## config.mk

```make
export PLATFORM = sky130hd
export DESIGN_NAME = paoc_top
export DESIGN_NICKNAME = d
export VERILOG_FILES = /design/src/paoc_pkg.sv /design/src/paoc_top.sv /design/src/paoc_delay_line.sv /design/src/paoc_axil_slave.sv
export VERILOG_INCLUDE_DIRS = /design/src /design/src/src
export SDC_FILE = /design/constraint.sdc
export NUM_CORES = 1
export LEC_CHECK = 0
export ABC_AREA = 0
export ABC_CLOCK_PERIOD_IN_PS = 3800
export BUFFER_PORTS_ARGS = -buffer_cell sky130_fd_sc_hd__buf_2
export CORE_MARGIN = 2
export CORE_UTILIZATION = 55
export DETAILED_ROUTE_END_ITERATION = 8
export PLACE_DENSITY = 0.76
export REMOVE_ABC_BUFFERS = 1
export SLEW_MARGIN = 20
export SYNTH_ARGS = -nofsm -noshare
export SYNTH_HDL_FRONTEND = slang
export SYNTH_SLANG_ARGS = --single-unit
```

## constraint.sdc

```tcl
create_clock -name aclk -period 3.8 [get_ports aclk]
set_input_delay 0.57 -clock aclk [delete_from_list [all_inputs] [get_ports aclk]]
set_output_delay 0.57 -clock aclk [all_outputs]
set_load 0.01 [all_outputs]
```

## src/paoc_defs.svh

```systemverilog
// Constants for the pipelined converter output control block.
`ifndef PAOC_DEFS_SVH
`define PAOC_DEFS_SVH
`define PAOC_WORD_W 16
`define PAOC_SAMPLE_W 18
`define PAOC_LATENCY 13
`define PAOC_CAL_CYCLES 272800
`define PAOC_CAL_HOLD 2
`define PAOC_CLK_PERIOD_NS 10
`define PAOC_CODE_POS_FS 16'h7FFF
`define PAOC_CODE_NEG_FS 16'h8000
`define PAOC_CODE_MID 16'h0000
`define PAOC_OFF_CTRL 32'h0000_0000
`define PAOC_OFF_STATUS 32'h0000_0004
`define PAOC_OFF_DATA 32'h0000_0008
`define PAOC_OFF_COUNT 32'h0000_000C
`define PAOC_CTRL_SLEEP_BIT 0
`define PAOC_CTRL_CAL_BIT 1
`define PAOC_STAT_VALID_BIT 8
`define PAOC_CTRL_RESET 32'h0000_0000
`define PAOC_RESP_OKAY 2'h0
`define PAOC_RESP_DECERR 2'h3
`endif

```

## src/paoc_pkg.sv

```systemverilog
// Types shared by the converter output control design.
package paoc_pkg;
  typedef enum logic [4:0] {
    PAOC_ST_RESET = 5'b00001,
    PAOC_ST_CAL = 5'b00010,
    PAOC_ST_FLUSH = 5'b00100,
    PAOC_ST_RUN = 5'b01000,
    PAOC_ST_SLEEP = 5'b10000
  } paoc_state_e;
  typedef logic [15:0] paoc_word_t;
  typedef struct packed {
    logic wr;
    logic [31:0] waddr;
    logic [31:0] wdata;
    logic [3:0] wstrb;
    logic rd;
    logic [31:0] raddr;
  } paoc_reg_req_s;
  typedef struct packed {
    logic wok;
    logic rok;
    logic [31:0] rdata;
  } paoc_reg_rsp_s;
endpackage

```

## src/paoc_top.sv

```systemverilog
// Output control of a pipelined converter: saturation, latency, modes and registers.
// Functional notes
// Each result is a 16-bit two's complement word, fifteen magnitude bits and sign.
// Inputs below negative full scale give the most negative code, no wrap.
// Inputs above positive full scale give the most positive code, no wrap.
// Exactly one new output word per conversion clock cycle.
// Sample taken on falling edge appears thirteen conversion cycles later.
// Outputs are meaningless during reset or calibration.
// Data pins are driven only while the read enable is low.
// Sleep request low idles the converter and stops conversion.
// Sign bit low for positive input, high for negative input.
// Zero differential input converts to all zeros.
// Host keeps the conversion clock within the allowed sample rates.
// Host switches any input multiplexer on the rising conversion edge.
// Host holds reset high at least two conversion cycles after power-up.
// Host holds calibrate high at least two conversion cycles to start it.
// Calibration lasts 272800 cycles; data invalid until thirteen cycles after.
// Valid flag output is low whenever valid data is on the outputs.
// An abstract signed sample is accepted each falling edge into the pipeline.
//
// The AXI4-Lite register port and the register addresses are this design's own decisions.
`timescale 1ns/1ns
`default_nettype none
`include "paoc_defs.svh"
module paoc_top #(
  parameter int SAMPLE_W = `PAOC_SAMPLE_W,
  parameter int LATENCY = `PAOC_LATENCY,
  parameter int CAL_CYCLES = `PAOC_CAL_CYCLES
) (
  input wire logic aclk,
  input wire logic aresetn,
  input wire logic conv_clk,
  input wire logic conv_reset,
  input wire logic cal_start,
  input wire logic read_n,
  input wire logic sleep_request_n,
  input wire logic signed [SAMPLE_W-1:0] sample_in,
  output logic [15:0] data_o,
  output logic data_oe,
  output logic conv_valid_n,
  input wire logic [31:0] s_axi_awaddr,
  input wire logic s_axi_awvalid,
  output logic s_axi_awready,
  input wire logic [31:0] s_axi_wdata,
  input wire logic [3:0] s_axi_wstrb,
  input wire logic s_axi_wvalid,
  output logic s_axi_wready,
  output logic [1:0] s_axi_bresp,
  output logic s_axi_bvalid,
  input wire logic s_axi_bready,
  input wire logic [31:0] s_axi_araddr,
  input wire logic s_axi_arvalid,
  output logic s_axi_arready,
  output logic [31:0] s_axi_rdata,
  output logic [1:0] s_axi_rresp,
  output logic s_axi_rvalid,
  input wire logic s_axi_rready
);
  // ****************************************
  // Conversion edge and saturation.
  // ****************************************
  localparam logic signed [SAMPLE_W-1:0] POS_FS = SAMPLE_W'(signed'(`PAOC_CODE_POS_FS));
  localparam logic signed [SAMPLE_W-1:0] NEG_FS = -(POS_FS + SAMPLE_W'(1));
  logic conv_q_ff, nxt_conv_q, fall;
  paoc_pkg::paoc_word_t sat_word;

  assign nxt_conv_q = conv_clk;
  assign fall = conv_q_ff && !conv_clk;

  always_comb begin
    if (sample_in > POS_FS) begin
      sat_word = `PAOC_CODE_POS_FS;
    end else if (sample_in < NEG_FS) begin
      sat_word = `PAOC_CODE_NEG_FS;
    end else begin
      sat_word = sample_in[15:0];
    end
  end

  // ****************************************
  // Register requests.
  // ****************************************
  paoc_pkg::paoc_reg_req_s req;
  paoc_pkg::paoc_reg_rsp_s rsp;
  logic sw_sleep_ff, nxt_sw_sleep, cal_pend_ff, nxt_cal_pend;
  logic [31:0] count_ff, nxt_count;
  paoc_pkg::paoc_word_t data_ff, nxt_data;
  logic out_vld_ff, nxt_out_vld;
  paoc_pkg::paoc_state_e state_ff, nxt_state;

  paoc_axil_slave u_bus (
    .aclk(aclk),
    .aresetn(aresetn),
    .s_axi_awaddr(s_axi_awaddr),
    .s_axi_awvalid(s_axi_awvalid),
    .s_axi_awready(s_axi_awready),
    .s_axi_wdata(s_axi_wdata),
    .s_axi_wstrb(s_axi_wstrb),
    .s_axi_wvalid(s_axi_wvalid),
    .s_axi_wready(s_axi_wready),
    .s_axi_bresp(s_axi_bresp),
    .s_axi_bvalid(s_axi_bvalid),
    .s_axi_bready(s_axi_bready),
    .s_axi_araddr(s_axi_araddr),
    .s_axi_arvalid(s_axi_arvalid),
    .s_axi_arready(s_axi_arready),
    .s_axi_rdata(s_axi_rdata),
    .s_axi_rresp(s_axi_rresp),
    .s_axi_rvalid(s_axi_rvalid),
    .s_axi_rready(s_axi_rready),
    .req(req),
    .rsp(rsp)
  );

  always_comb begin
    rsp.wok = (req.waddr == `PAOC_OFF_CTRL);
    rsp.rok = 1'b1;
    rsp.rdata = 32'h0000_0000;
    unique case (req.raddr)
      `PAOC_OFF_CTRL: rsp.rdata[`PAOC_CTRL_SLEEP_BIT] = sw_sleep_ff;
      `PAOC_OFF_STATUS: begin
        rsp.rdata[4:0] = state_ff;
        rsp.rdata[`PAOC_STAT_VALID_BIT] = !conv_valid_n;
      end
      `PAOC_OFF_DATA: rsp.rdata[15:0] = data_ff;
      `PAOC_OFF_COUNT: rsp.rdata = count_ff;
      default: rsp.rok = 1'b0;
    endcase
  end

  // ****************************************
  // Mode control.
  // ****************************************
  logic [1:0] cal_hold_ff, nxt_cal_hold;
  logic [19:0] st_cnt_ff, nxt_st_cnt;
  logic sleeping, cal_go;

  assign sleeping = !sleep_request_n || sw_sleep_ff;
  assign cal_go = fall && ((cal_start && cal_hold_ff == 2'(`PAOC_CAL_HOLD - 1)) || cal_pend_ff);

  always_comb begin
    nxt_state = state_ff;
    nxt_st_cnt = st_cnt_ff;
    nxt_sw_sleep = sw_sleep_ff;
    nxt_cal_pend = cal_pend_ff;
    nxt_cal_hold = cal_hold_ff;
    if (fall) begin
      if (!cal_start) begin
        nxt_cal_hold = 2'h0;
      end else if (cal_hold_ff != 2'(`PAOC_CAL_HOLD)) begin
        nxt_cal_hold = cal_hold_ff + 2'h1;
      end
    end
    if (req.wr && rsp.wok && req.wstrb[0]) begin
      nxt_sw_sleep = req.wdata[`PAOC_CTRL_SLEEP_BIT];
    end
    unique case (state_ff)
      paoc_pkg::PAOC_ST_RESET, paoc_pkg::PAOC_ST_SLEEP: begin
        nxt_state = paoc_pkg::PAOC_ST_FLUSH;
        nxt_st_cnt = 20'h0_0000;
      end
      paoc_pkg::PAOC_ST_CAL: begin
        if (fall) begin
          if (st_cnt_ff == 20'(CAL_CYCLES - 1)) begin
            nxt_state = paoc_pkg::PAOC_ST_FLUSH;
            nxt_st_cnt = 20'h0_0000;
          end else begin
            nxt_st_cnt = st_cnt_ff + 20'h0_0001;
          end
        end
      end
      paoc_pkg::PAOC_ST_FLUSH: begin
        if (fall) begin
          if (st_cnt_ff == 20'(LATENCY - 1)) begin
            nxt_state = paoc_pkg::PAOC_ST_RUN;
          end else begin
            nxt_st_cnt = st_cnt_ff + 20'h0_0001;
          end
        end
      end
      paoc_pkg::PAOC_ST_RUN: nxt_state = paoc_pkg::PAOC_ST_RUN;
      default: nxt_state = paoc_pkg::PAOC_ST_RESET;
    endcase
    if (cal_go && state_ff != paoc_pkg::PAOC_ST_CAL) begin
      nxt_state = paoc_pkg::PAOC_ST_CAL;
      nxt_st_cnt = 20'h0_0000;
      nxt_cal_pend = 1'b0;
    end
    if (req.wr && rsp.wok && req.wstrb[0] && req.wdata[`PAOC_CTRL_CAL_BIT]) begin
      nxt_cal_pend = 1'b1;
    end
    if (conv_reset) begin
      nxt_state = paoc_pkg::PAOC_ST_RESET;
      nxt_st_cnt = 20'h0_0000;
    end else if (sleeping) begin
      nxt_state = paoc_pkg::PAOC_ST_SLEEP;
      nxt_st_cnt = 20'h0_0000;
    end
  end

  // ****************************************
  // Latency pipeline and output stage.
  // ****************************************
  logic advance, dl_vld, feed_vld;
  paoc_pkg::paoc_word_t dl_word;

  assign advance = fall && state_ff != paoc_pkg::PAOC_ST_SLEEP;
  assign feed_vld = state_ff == paoc_pkg::PAOC_ST_FLUSH || state_ff == paoc_pkg::PAOC_ST_RUN;

  paoc_delay_line #(
    .W(16),
    .DEPTH(LATENCY)
  ) u_pipe (
    .aclk(aclk),
    .aresetn(aresetn),
    .advance(advance),
    .in_valid(feed_vld),
    .in_word(sat_word),
    .out_valid(dl_vld),
    .out_word(dl_word)
  );

  always_comb begin
    nxt_data = data_ff;
    nxt_out_vld = out_vld_ff && feed_vld;
    nxt_count = count_ff;
    if (advance) begin
      nxt_data = dl_word;
      nxt_out_vld = dl_vld && feed_vld;
      if (dl_vld && feed_vld) begin
        nxt_count = count_ff + 32'h0000_0001;
      end
    end
  end

  always_ff @(posedge aclk) begin
    if (!aresetn) begin
      conv_q_ff <= 1'b0;
      state_ff <= paoc_pkg::PAOC_ST_RESET;
      st_cnt_ff <= 20'h0_0000;
      sw_sleep_ff <= 1'b0;
      cal_pend_ff <= 1'b0;
      cal_hold_ff <= 2'h0;
      data_ff <= 16'h0000;
      out_vld_ff <= 1'b0;
      count_ff <= 32'h0000_0000;
    end else begin
      conv_q_ff <= nxt_conv_q;
      state_ff <= nxt_state;
      st_cnt_ff <= nxt_st_cnt;
      sw_sleep_ff <= nxt_sw_sleep;
      cal_pend_ff <= nxt_cal_pend;
      cal_hold_ff <= nxt_cal_hold;
      data_ff <= nxt_data;
      out_vld_ff <= nxt_out_vld;
      count_ff <= nxt_count;
    end
  end

  assign data_o = data_ff;
  assign data_oe = !read_n;
  assign conv_valid_n = !(out_vld_ff && state_ff == paoc_pkg::PAOC_ST_RUN);

  // ****************************************
  // Checks.
  // ****************************************
  a_sat_high: assert property (@(posedge aclk) disable iff (!aresetn)
    sample_in > POS_FS |-> sat_word == `PAOC_CODE_POS_FS) else $error("Positive overrange not clamped.");
  a_sat_low: assert property (@(posedge aclk) disable iff (!aresetn)
    sample_in < NEG_FS |-> sat_word == `PAOC_CODE_NEG_FS) else $error("Negative overrange not clamped.");
  a_sign_bit: assert property (@(posedge aclk) disable iff (!aresetn)
    sample_in != 0 |-> sat_word[15] == (sample_in < 0)) else $error("Sign bit wrong.");
  a_zero_mid: assert property (@(posedge aclk) disable iff (!aresetn)
    sample_in == 0 |-> sat_word == `PAOC_CODE_MID) else $error("Zero input not mid-scale.");
  a_word_cadence: assert property (@(posedge aclk) disable iff (!aresetn)
    advance && dl_vld && feed_vld |=> count_ff == $past(count_ff) + 32'h0000_0001 && data_ff == $past(dl_word))
    else $error("Word not produced on conversion edge.");
  a_out_enable: assert property (@(posedge aclk) disable iff (!aresetn)
    $rose(read_n) |-> !data_oe) else $error("Data driven while read enable high.");
  a_sleep_idle: assert property (@(posedge aclk) disable iff (!aresetn)
    !sleep_request_n && !conv_reset |=> state_ff == paoc_pkg::PAOC_ST_SLEEP && conv_valid_n)
    else $error("Sleep request not honoured.");
  a_busy_invalid: assert property (@(posedge aclk) disable iff (!aresetn)
    state_ff inside {paoc_pkg::PAOC_ST_RESET, paoc_pkg::PAOC_ST_CAL} |-> conv_valid_n)
    else $error("Valid flagged during reset or calibration.");
  a_cal_length: assert property (@(posedge aclk) disable iff (!aresetn)
    state_ff == paoc_pkg::PAOC_ST_CAL |-> st_cnt_ff < 20'(CAL_CYCLES)) else $error("Calibration overran.");
  a_flush_exit: assert property (@(posedge aclk) disable iff (!aresetn)
    state_ff == paoc_pkg::PAOC_ST_FLUSH && fall && st_cnt_ff == 20'(LATENCY - 1) && !conv_reset && !sleeping
    && !cal_go |=> state_ff == paoc_pkg::PAOC_ST_RUN) else $error("Blanking did not end after latency.");
  a_valid_low: assert property (@(posedge aclk) disable iff (!aresetn)
    !conv_valid_n |-> state_ff == paoc_pkg::PAOC_ST_RUN && out_vld_ff) else $error("Valid flag without data.");
  a_stale_drop: assert property (@(posedge aclk) disable iff (!aresetn)
    !feed_vld |=> !dl_vld) else $error("Stale word kept valid.");
  a_sleep_hold: assert property (@(posedge aclk) disable iff (!aresetn)
    state_ff == paoc_pkg::PAOC_ST_SLEEP |=> $stable(data_ff)) else $error("Data moved while asleep.");
  a_cal_entry: assert property (@(posedge aclk) disable iff (!aresetn)
    cal_go && state_ff != paoc_pkg::PAOC_ST_CAL && !conv_reset && !sleeping
    |=> state_ff == paoc_pkg::PAOC_ST_CAL) else $error("Calibration did not start.");
endmodule
`default_nettype wire

```

## src/paoc_delay_line.sv

```systemverilog
// Shift register of words with valid flags, advanced once per conversion edge.
`timescale 1ns/1ns
`default_nettype none
module paoc_delay_line #(
  parameter int W = 16,
  parameter int DEPTH = 12
) (
  input wire logic aclk,
  input wire logic aresetn,
  input wire logic advance,
  input wire logic in_valid,
  input wire logic [W-1:0] in_word,
  output logic out_valid,
  output logic [W-1:0] out_word
);
  logic [W-1:0] word_ff [DEPTH];
  logic [W-1:0] nxt_word [DEPTH];
  logic [DEPTH-1:0] vld_ff;
  logic [DEPTH-1:0] nxt_vld;

  always_comb begin
    // A dropped feed clears every flag, so words held over a pause never come back as valid.
    nxt_vld = in_valid ? vld_ff : '0;
    for (int i = 0; i < DEPTH; i++) begin
      nxt_word[i] = word_ff[i];
    end
    if (advance) begin
      nxt_word[0] = in_word;
      nxt_vld[0] = in_valid;
      for (int i = 1; i < DEPTH; i++) begin
        nxt_word[i] = word_ff[i-1];
        nxt_vld[i] = vld_ff[i-1] & in_valid;
      end
    end
  end

  always_ff @(posedge aclk) begin
    if (!aresetn) begin
      vld_ff <= '0;
      for (int i = 0; i < DEPTH; i++) begin
        word_ff[i] <= '0;
      end
    end else begin
      vld_ff <= nxt_vld;
      for (int i = 0; i < DEPTH; i++) begin
        word_ff[i] <= nxt_word[i];
      end
    end
  end

  assign out_valid = vld_ff[DEPTH-1];
  assign out_word = word_ff[DEPTH-1];
endmodule
`default_nettype wire

```

## src/paoc_axil_slave.sv

```systemverilog
// AXI4-Lite slave front end that turns bus transfers into register requests.
`timescale 1ns/1ns
`default_nettype none
`include "paoc_defs.svh"
module paoc_axil_slave (
  input wire logic aclk,
  input wire logic aresetn,
  input wire logic [31:0] s_axi_awaddr,
  input wire logic s_axi_awvalid,
  output logic s_axi_awready,
  input wire logic [31:0] s_axi_wdata,
  input wire logic [3:0] s_axi_wstrb,
  input wire logic s_axi_wvalid,
  output logic s_axi_wready,
  output logic [1:0] s_axi_bresp,
  output logic s_axi_bvalid,
  input wire logic s_axi_bready,
  input wire logic [31:0] s_axi_araddr,
  input wire logic s_axi_arvalid,
  output logic s_axi_arready,
  output logic [31:0] s_axi_rdata,
  output logic [1:0] s_axi_rresp,
  output logic s_axi_rvalid,
  input wire logic s_axi_rready,
  output paoc_pkg::paoc_reg_req_s req,
  input wire paoc_pkg::paoc_reg_rsp_s rsp
);
  logic aw_full_ff, nxt_aw_full, w_full_ff, nxt_w_full;
  logic [31:0] aw_addr_ff, nxt_aw_addr, w_data_ff, nxt_w_data;
  logic [3:0] w_strb_ff, nxt_w_strb;
  logic bvalid_ff, nxt_bvalid, rvalid_ff, nxt_rvalid;
  logic [1:0] bresp_ff, nxt_bresp, rresp_ff, nxt_rresp;
  logic [31:0] rdata_ff, nxt_rdata;

  assign s_axi_awready = !aw_full_ff;
  assign s_axi_wready = !w_full_ff;
  assign s_axi_arready = !rvalid_ff;

  always_comb begin
    nxt_aw_full = aw_full_ff;
    nxt_aw_addr = aw_addr_ff;
    nxt_w_full = w_full_ff;
    nxt_w_data = w_data_ff;
    nxt_w_strb = w_strb_ff;
    nxt_bvalid = bvalid_ff;
    nxt_bresp = bresp_ff;
    nxt_rvalid = rvalid_ff;
    nxt_rresp = rresp_ff;
    nxt_rdata = rdata_ff;
    req = '0;
    req.waddr = aw_addr_ff;
    req.wdata = w_data_ff;
    req.wstrb = w_strb_ff;
    req.raddr = s_axi_araddr;
    if (s_axi_awvalid && !aw_full_ff) begin
      nxt_aw_full = 1'b1;
      nxt_aw_addr = s_axi_awaddr;
    end
    if (s_axi_wvalid && !w_full_ff) begin
      nxt_w_full = 1'b1;
      nxt_w_data = s_axi_wdata;
      nxt_w_strb = s_axi_wstrb;
    end
    if (s_axi_bvalid && s_axi_bready) begin
      nxt_bvalid = 1'b0;
    end
    if (aw_full_ff && w_full_ff && !bvalid_ff) begin
      req.wr = 1'b1;
      nxt_aw_full = 1'b0;
      nxt_w_full = 1'b0;
      nxt_bvalid = 1'b1;
      nxt_bresp = rsp.wok ? `PAOC_RESP_OKAY : `PAOC_RESP_DECERR;
    end
    if (s_axi_rvalid && s_axi_rready) begin
      nxt_rvalid = 1'b0;
    end
    if (s_axi_arvalid && !rvalid_ff) begin
      req.rd = 1'b1;
      nxt_rvalid = 1'b1;
      nxt_rdata = rsp.rdata;
      nxt_rresp = rsp.rok ? `PAOC_RESP_OKAY : `PAOC_RESP_DECERR;
    end
  end

  always_ff @(posedge aclk) begin
    if (!aresetn) begin
      aw_full_ff <= 1'b0;
      aw_addr_ff <= 32'h0000_0000;
      w_full_ff <= 1'b0;
      w_data_ff <= 32'h0000_0000;
      w_strb_ff <= 4'h0;
      bvalid_ff <= 1'b0;
      bresp_ff <= 2'h0;
      rvalid_ff <= 1'b0;
      rresp_ff <= 2'h0;
      rdata_ff <= 32'h0000_0000;
    end else begin
      aw_full_ff <= nxt_aw_full;
      aw_addr_ff <= nxt_aw_addr;
      w_full_ff <= nxt_w_full;
      w_data_ff <= nxt_w_data;
      w_strb_ff <= nxt_w_strb;
      bvalid_ff <= nxt_bvalid;
      bresp_ff <= nxt_bresp;
      rvalid_ff <= nxt_rvalid;
      rresp_ff <= nxt_rresp;
      rdata_ff <= nxt_rdata;
    end
  end

  assign s_axi_bvalid = bvalid_ff;
  assign s_axi_bresp = bresp_ff;
  assign s_axi_rvalid = rvalid_ff;
  assign s_axi_rresp = rresp_ff;
  assign s_axi_rdata = rdata_ff;
endmodule
`default_nettype wire

```

# Yosys cells after proc, flatten, opt, wreduce, memory -nomap -nowiden
# Memories as Yosys holds them, arrays and structs flattened.
# Cells that the tools add are included.
# classes
addsub	3
mux	51
reduce_logical	47
magnitude_cmp	2
n_eq_ne	29
bitwise_logic	26
# ops
cell	count
two-way mux 16 bit	16
two-way mux 208 bit	1
two-way mux 20 bit	4
== test 32 x 4 -> 1 bit, second input constant	2
logical NOT 32 bit	2
one-hot mux 20 bit (3 select lines)	1
adder 32 x 1 -> 32 bit, second input constant	1
== test 32 x 3 -> 1 bit, second input constant	1
two-way mux 5 bit	6
two-way mux 13 bit	2
adder 20 x 1 -> 20 bit, second input constant	1
== test 20 x 19 -> 1 bit, second input constant	1
== test 20 x 4 -> 1 bit, second input constant	1
one-hot mux 5 bit (4 select lines)	1
> comparator 18 x 16 -> 1 bit, second input constant	1
logical AND 1 bit	18
less-than comparator 18 x 16 -> 1 bit, second input constant	1
!= test 4 bit, second input constant	4
AND reduction 4 bit	4
!= test 2 bit, second input constant	7
one-hot mux 7 bit (2 select lines)	1
bitwise OR 1 bit	13
bitwise AND 1 bit	12
!= test 3 bit, second input constant	4
25 further kinds	53
# totals
output_inout_bits	59
inputBits	130
n_memories	1
mem_bits_rw	208
register_bits	167
wordCells	181
# mem_list
memory	depth	width	rd	rd_ports_with_merged_regs	write_ports	line	rtl
u_pipe.word_ff	13	16	13	0	13	paoc_delay_line.sv:16	logic [W-1:0] word_ff [DEPTH];

# Longest topological paths before layout
# Gate-level depths: netlist of the first run.
# logic_depth
word_depth	7
ltp_mapped	9
ltp_nobuf	7

# Modules after synthesis
# A second synthesis of the first run with hierarchy kept.
# hier_totals
cells_unflattened	1845
area_unflattened_um2	17682.0
# by_module_without_submodules
mod	area_per_inst_um2	instances	cells_each	seq_area_each_um2
paoc_delay_line	8554.5	1	729	4424.2
paoc_top	4825.9	1	618	1581.5
paoc_axil_slave	4301.6	1	498	2122.0

# Least setup slack after synthesis of the first run
# Ideal clock, no wire load.
# synth_path
path_kind	input port to flip-flop
start	input s_axi_araddr[2]
end	register u_bus.rdata_ff[22] (netlist: u_bus.s_axi_rdata[22])
setup_time_ns	0.065
t_arrival_ns	2.160
cell_stages	6
n_path_buf	2
slack_ns	1.575
required_time_ns	3.735
cell_sequence	clkbuf_1 inv_1 nor4_1 clkbuf_1 a22oi_1 nor2_1
# synth_via
elab_chain_cells	2
# synth_rtl
item	line	rtl
from (decl)	paoc_top.sv:51	input wire logic [31:0] s_axi_araddr,
== test 32 x 4 -> 1 bit	paoc_top.sv:119	unique case (req.raddr)
two-way mux 16 bit	paoc_top.sv:119	
to (signal assigned)	paoc_axil_slave.sv:107	rdata_ff <= nxt_rdata;
to (decl)	paoc_axil_slave.sv:33	logic [31:0] rdata_ff, nxt_rdata;
# Every way passes these cells.
# A chain may end at the register's enable or synchronous reset.

# Final worst setup path of the first run
# layout_path
start	register conv_q_ff
end	register count_ff[29]
# layout_via
elab_chain_cells	3
# layout_rtl
item	line	rtl
from (decl)	paoc_top.sv:64	logic conv_q_ff, nxt_conv_q, fall;
from (signal assigned)	paoc_top.sv:248	conv_q_ff <= nxt_conv_q;
logical AND 1 bit	paoc_top.sv:68	assign fall = conv_q_ff && !conv_clk;
logical AND 1 bit	paoc_top.sv:207	assign advance = fall && state_ff != paoc_pkg::PAOC_ST_SLEEP;
AND reduction 2 bit (no source line)	-	
to (signal assigned)	paoc_top.sv:256	count_ff <= nxt_count;
to (decl)	paoc_top.sv:86	logic [31:0] count_ff, nxt_count;
# Every way passes these cells.

==> metrics.md, run 1 <==
| Metric | Value |
|---|---|
| Hold crit path type | `input port to register` |
| Cell depth of the worst setup path | `6` |
| Crit end category | `register` |
| Worst R2R End | `count_ff[29]` |
| P&R area growth vs syn | `14.8%` |
| # IOs | `189` |
| Global-route wire length before repair | `approximately 50000 um` |
| Max-cap violations | `0` |
| R2R setup slack | `slightly above 1 ns` |
| Detailed-route wire length | `29900 um` |
| CTS tree | `built` |
| Bufs and invs on worst path | `1` |
| Core Area | `approximately 26000 um2` |
| Slew headroom | `32.6%` |
| Min-Delay Startpoint | `conv_reset` |
| Endpoint, Worst Hold | `state_ff[4]` |
| Status | `finished clean` |
| Worst slew pin tran | `roughly 1 ns` |
| DRT antenna net count | `0` |
| Asr flop ratio synth | `0%` |
| Clock sink count | `around 370` |
| Final Critical Period | `2.77 ns` |
| Register area share after synthesis | `51.7%` |
| Diodes inserted | `0` |
| First-pass DRT Iterations | `5` |
| Yosys reg bits | `373` |
| Setup_tns | `0 ns` |
| Gr usage total | `between 20 and 25%` |
| FF-to-FF path depth | `6` |
| Starting Density | `55.8%` |
| CTS root buf | `clkbuf_16` |
| CTS Hold Bufs | `0` |
| Routed length on met3 | `1650 um` |
| Postcts setup bufs | `0` |
| Largest cells by area after synthesis | `dfxtp_1 (52%), nand2_1 (14%), a21oi_1 (11%)` |
| Number of global-route vias before repair | `10.7k` |
| Die Span X | `166 um` |
| # DRC | `0` |
| Post-synthesis cell count | `around 1.8k` |
| Die ar. | `27600 um2` |
| Port Buffers | `155` |
| Initial antenna violation count | `0` |
| Post-CTS sizing | `0` |
| M1 WL | `13600 um` |
| Dominant cell type by area after synthesis | `dfxtp_1` |
| Final Hold Fails | `0` |
| Cell family with most CP delay | `simple AND/OR/NAND/NOR gates` |
| Number of synthesized flops with an enable pin | `0` |
| Top sig layer | `met4` |
| Post-DP HPWL | `~18000 um` |
| Post-Synthesis Cell Area | `14500 um2` |
| Fin area | `16600 um2` |
| Max-slew violation count | `0` |
| Rows | `59` |
| Critical path's slowest cell | `or4_1` |
| Fraction of layout cells with a size suffix above 1 | `12.6%` |
| Clk buf depth | `3` |
| Leakage | `5.74 nW` |
| DR iter-0 viols | `between 900 and 1k` |
| CP Data Required Time | `4.23 ns` |
| Avg Inst Size Synth | `~8.0 um2` |
| RSZ-0062 raised after global routing | `false` |
| Cell Pwr Density | `~490 nW/um2` |
| Crit path kind | `register to register` |
| Power Total | `8.19 mW` |
| Final-report setup violation count | `0` |
| FMAX | `360 MHz` |
| CP startpoint kind | `register` |
| Critical-path cell list | `nor2b_1 > buf_4 > o21a_4 > nand4_1 > or4_1 > a21oi_1` |
| Nets | `2022` |
| Max Clock Skew | `around 0.0075 ns` |
| WHS Path Cells | `2` |
| Gpl congestion | `about 0.86` |
| # fillers | `2240` |
| Cell variety after synth | `59` |
| YS warnings | `0` |
| Vias post-DR | `12.3k` |
| Hold WS | `0.235 ns` |
| Ys flop type | `dfxtp_1` |
| GRT Residual Overflow | `0` |
| Htree depth | `2` |
| Largest net degree at the start of global routing | `240` |
| Critical path arrival | `3.21 ns` |
| Most common cell after layout, fill and taps aside | `nand2_1` |
| Non-filler cells, final | `2248` |
| Final period util | `around three quarters` |
| Largest stage delay, worst path | `0.71 ns` |
| Total CTS buffers | `38` |
| Critical R2R Launch | `conv_q_ff` |
| Avg WL per Cell | `13.3 um` |
| Share of the synthesized area in the top cell type | `51.7%` |
| Die Ht | `166 um` |
| Clk_lat worst skew | `0.51 ns` |
| Post-DP Area | `around 15000 um2` |
| Dpl cells | `roughly 2.2k` |
| Peak supply drop | `0.550 mV` |
| Worst Path Max Fanout | `19` |
| Vias per cell | `5.46` |
| Commonest cells after routing, fill and taps aside | `nand2_1 (557), dfxtp_1 (373), a21oi_1 (317), buf_2 (155), nor2_1 (76)` |
| DR WL met2 | `14000 um` |
| Clock transition at path regs | `~0.060 ns` |
## synth_stat cells, types with 15 or more instances
master	n
or3_1	17
a21oi_1	317
o211ai_1	22
dfxtp_1	373
buf_2	30
o31ai_1	15
clkbuf_1	95
or4_1	15
nand4_1	23
a22oi_1	23
nor2_1	76
nand2_1	558
nand3_1	34
mux2i_1	21
inv_1	21
o21ai_0	20
nor4_1	25
## flip-flops by register name, indices dropped and copies added (netlist names), 2 cells and up
register,flops
u_bus.w_data_ff,2
state_ff,5
u_bus.aw_addr_ff,32
cal_hold_ff,2
u_pipe.vld_ff,13
u_bus.s_axi_rdata,32
count_ff,32
data_o,16
u_pipe.word_ff,208
st_cnt_ff,20
## worst max-delay path by stage
stage               from  slack (ns)           end
2_1_floorplan   conv_clk       -3.50  count_ff[19]
3_3_place_gp    conv_clk        0.76  count_ff[25]
3_5_place_dp    conv_clk        0.71  count_ff[29]
4_1_cts        conv_q_ff        1.04  count_ff[29]
5_1_grt        conv_q_ff        0.80  count_ff[23]
6_report       conv_q_ff        1.03  count_ff[29]
## per-stage QoR
step	util (%)	setup WS, ns
floorplan	-	-3.50
global placement	58.9	0.764
global route	64.0	0.801
finish	64.0	1.03
detailed placement	58.9	0.708
CTS	64.0	1.04
## routing by layer
| metal | GRT usage, % | up-vias |
|---|---|---|
| met5 | 0 | - |
| met4 | 6.12 | 0 |
| met3 | 3.36 | 49 |
| met2 | 35.0 | 327 |
| met1 | 27.6 | 5600 |
| li1 | - | 6304 |
## power breakdown
part           internal [mW]  total [mW]  switching [mW]  leakage [nW]
logic                  0.101       0.334           0.233          2.07
clock network           2.42        3.89            1.47         0.650
registers               3.95        3.97          0.0240          3.01
## logic make-up (layout without fill, tap and decap cells)
| group | Yosys count | in the layout | share of synthesized area [%] |
|---|---|---|---|
| buffers and inverters | 153 | 255 | 4.34 |
| AOI/OAI and AO/OA | 448 | 448 | 17.7 |
| DFF | 373 | 373 | 51.7 |
| and+or+nand+nor | 799 | 799 | 23.5 |
| adders and majority gates | 5 | 5 | 0.433 |
| muxes | 23 | 23 | 1.69 |
| xor gates and xnor gates | 10 | 10 | 0.606 |
## worst reg2reg max path: stages (launching register included)
cell	delay (ns)
dfxtp_1	0.32
nor2b_1	0.51
buf_4	0.28
o21a_4	0.17
nand4_1	0.54
or4_1	0.71
a21oi_1	0.16
## final cells by class
class                           count  area (um2)  area share (%)
Sequential cell                   373        7470            45.0
Tap cell                          335         419            2.53
Inverter                           22        90.1           0.543
Clock buffer                       51        1090            6.57
Clock inverter                     15         234            1.41
Timing Repair Buffer              167         903            5.44
Multi-Input combinational cell   1285        6390            38.5
Note: power is estimated with default switching activity, not from simulation.
==> inputs of run 2 (changes only) <==
--- a/config.mk
+++ b/config.mk
@@ -7,7 +7,7 @@
 export NUM_CORES = 1
 export LEC_CHECK = 0
 export ABC_AREA = 0
-export ABC_CLOCK_PERIOD_IN_PS = 3800
+export ABC_CLOCK_PERIOD_IN_PS = 2600
 export BUFFER_PORTS_ARGS = -buffer_cell sky130_fd_sc_hd__buf_2
 export CORE_MARGIN = 2
 export CORE_UTILIZATION = 55
==> constraint.sdc (replaced) <==
create_clock -name aclk -period 2.6 [get_ports aclk]
set_input_delay 0.39 -clock aclk [delete_from_list [all_inputs] [get_ports aclk]]
set_output_delay 0.39 -clock aclk [all_outputs]
set_load 0.01 [all_outputs]
==> run 2 against run 1 <==
Effect of this change:
- critical endpoint is now count_ff[20]
- largest power group unchanged
- critical path depth unchanged
- global-route usage up 1.1 points
- clock skew is 0.0075 ns higher
- hold slack worse by 0.18 ns
==> metrics.md, run 2 (synthesis results as in run 1) <==
| Metric | Value |
|---|---|
| Status | `finished clean (unchanged)` |
| Hold crit path type | `input port to register (unchanged)` |
| Clk buf depth | `3 (unchanged)` |
| Detailed-route wire length | `31000 um (was 29900 um)` |
| Post-Route Utilization | `64.5% (was 64.0%)` |
| Final Hold Fails | `0 (unchanged)` |
| Core Area | `25900 um2 (unchanged)` |
| Vias post-DR | `12.5k (was 12.3k)` |
| Crit path kind | `register to register (unchanged)` |
| FMAX | `437 MHz (was 360 MHz)` |
| Fraction of layout cells with a size suffix above 1 | `13.2% (was 12.6%)` |
| Max Clock Skew | `0.0150 ns (was 0.00747 ns)` |
| Cell Pwr Density | `700 nW/um2 (was 494 nW/um2)` |
| Nets | `2042 (was 2022)` |
| Post-DP HPWL | `19200 um (was 18200 um)` |
| Rows | `59 (unchanged)` |
| Clock sink count | `373 (unchanged)` |
| CTS root buf | `clkbuf_16 (unchanged)` |
| Initial antenna violation count | `0 (unchanged)` |
| Post-CTS sizing | `0 (unchanged)` |
| CTS tree | `built (unchanged)` |
| Final period util | `88.0% (was 73.0%)` |
| Commonest cells after routing, fill and taps aside | `nand2_1 (558), dfxtp_1 (373), a21oi_1 (317), buf_2 (155), nor2_1 (76) (was nand2_1 (557), dfxtp_1 (373), a21oi_1 (317), buf_2 (155), nor2_1 (76))` |
| Setup_tns | `0 ns (unchanged)` |
| CTS Hold Bufs | `0 (unchanged)` |
| GRT Residual Overflow | `0 (unchanged)` |
| Diodes inserted | `0 (unchanged)` |
| Largest net degree at the start of global routing | `135 (was 240)` |
| Number of global-route vias before repair | `11.1k (was 10.7k)` |
| Gpl congestion | `0.882 (was 0.864)` |
| P&R area growth vs syn | `15.7% (was 14.8%)` |
| Clock transition at path regs | `0.06 ns (about the same)` |
| Die Ht | `166 um (unchanged)` |
| Leakage | `5.82 nW (was 5.74 nW)` |
| Avg WL per Cell | `13.6 um (was 13.3 um)` |
| Most common cell after layout, fill and taps aside | `nand2_1 (unchanged)` |
| Max-slew violation count | `0 (unchanged)` |
| Max-cap violations | `0 (unchanged)` |
| Worst Path Max Fanout | `12 (was 19)` |
| Total CTS buffers | `39 (was 38)` |
| Hold WS | `0.0587 ns (was 0.235 ns)` |
| Die Span X | `166 um (unchanged)` |
| First-pass DRT Iterations | `6 (was 5)` |
| RSZ-0062 raised after global routing | `false (unchanged)` |
| Starting Density | `55.8% (unchanged)` |
| Port Buffers | `155 (unchanged)` |
| Worst slew pin tran | `0.681 ns (was 1.01 ns)` |
| Global-route wire length before repair | `52100 um (was 49900 um)` |
| # IOs | `189 (unchanged)` |
| # DRC | `0 (unchanged)` |
| Final Critical Period | `2.29 ns (was 2.77 ns)` |
| CP startpoint kind | `register (unchanged)` |
| Crit end category | `register (unchanged)` |
| Htree depth | `2 (unchanged)` |
| Max FFs per register | `208 (unchanged)` |
| DRT antenna net count | `0 (unchanged)` |
| Slew headroom | `54.4% (was 32.6%)` |
| Final-report setup violation count | `0 (unchanged)` |
| Die ar. | `27600 um2 (unchanged)` |
| CP Data Required Time | `3.06 ns (was 4.23 ns)` |
| Post-Place Worst Slack | `0.308 ns (was 0.708 ns)` |
| Power Total | `11.7 mW (was 8.19 mW)` |
| DR iter-0 viols | `995 (was 924)` |
| Postcts setup bufs | `0 (unchanged)` |
| Top reg by flops | `u_pipe.word_ff (unchanged)` |
| Peak supply drop | `0.542 mV (was 0.550 mV)` |
| Gr usage total | `21.8% (was 20.8%)` |
| Critical path arrival | `2.75 ns (was 3.21 ns)` |
| Clk_lat worst skew | `0.53 ns (was 0.51 ns)` |
| Vias per cell | `5.49 (was 5.46)` |
| Final setup margin | `0.312 ns (was 1.03 ns)` |
==> run 2: area by class of cell <==
type	instances	area (um2)
timing repair buffer	186	1110
clock buffer	58	1130
sequential	373	7470
tap	335	419
multi-input combinational	1285	6380
clock inverter	11	120
inverter	22	90.1
fill	2205	9200
==> run 2: path summary, 6_finish.rpt <==
kind,startpoint,end,depth (start not counted),slack [ns]
worst max-delay path,state_ff[0],count_ff[20],6,0.31
worst max register to register,state_ff[0],count_ff[20],6,0.31
worst min-delay path,conv_reset,state_ff[4],2,0.06
worst min register to register,u_pipe.word_ff[5][2],u_pipe.word_ff[5][18],2,0.44
==> run 2: where the power goes <==
part / switching [mW] / total [mW] / internal, mW / leakage (nW)
registers: 0.0351 / 5.80 / 5.77 / 3.01
clock network: 2.17 / 5.37 / 3.21 / 0.617
logic: 0.349 / 0.517 / 0.167 / 2.19
==> run 2: stage by stage <==
step	cells	cell area, um2
final	2270	16700
after global routing	2270	16700
after CTS	2270	16700
after detailed placement	2201	15500
after global placement	2201	15500
after floorplan	1680	13900
==> run 2: routing by layer <==
metal  vias up  wire (um)  share of wire, %  track usage [%]
met5         -          0                 0                0
met4         0        873               2.8             8.32
met3        58       1770               5.7             3.60
met2       341      14700                47             36.0
met1      5689      13600                44             28.9
li1       6363          -                 -                -
==> run 2: worst max-delay path, stage by stage (launching register included) <==
cell	delay, ns
dfxtp_1	0.49
or3_1	0.33
o21a_4	0.23
nand4_1	0.25
buf_4	0.27
or4_1	0.51
a21oi_1	0.15
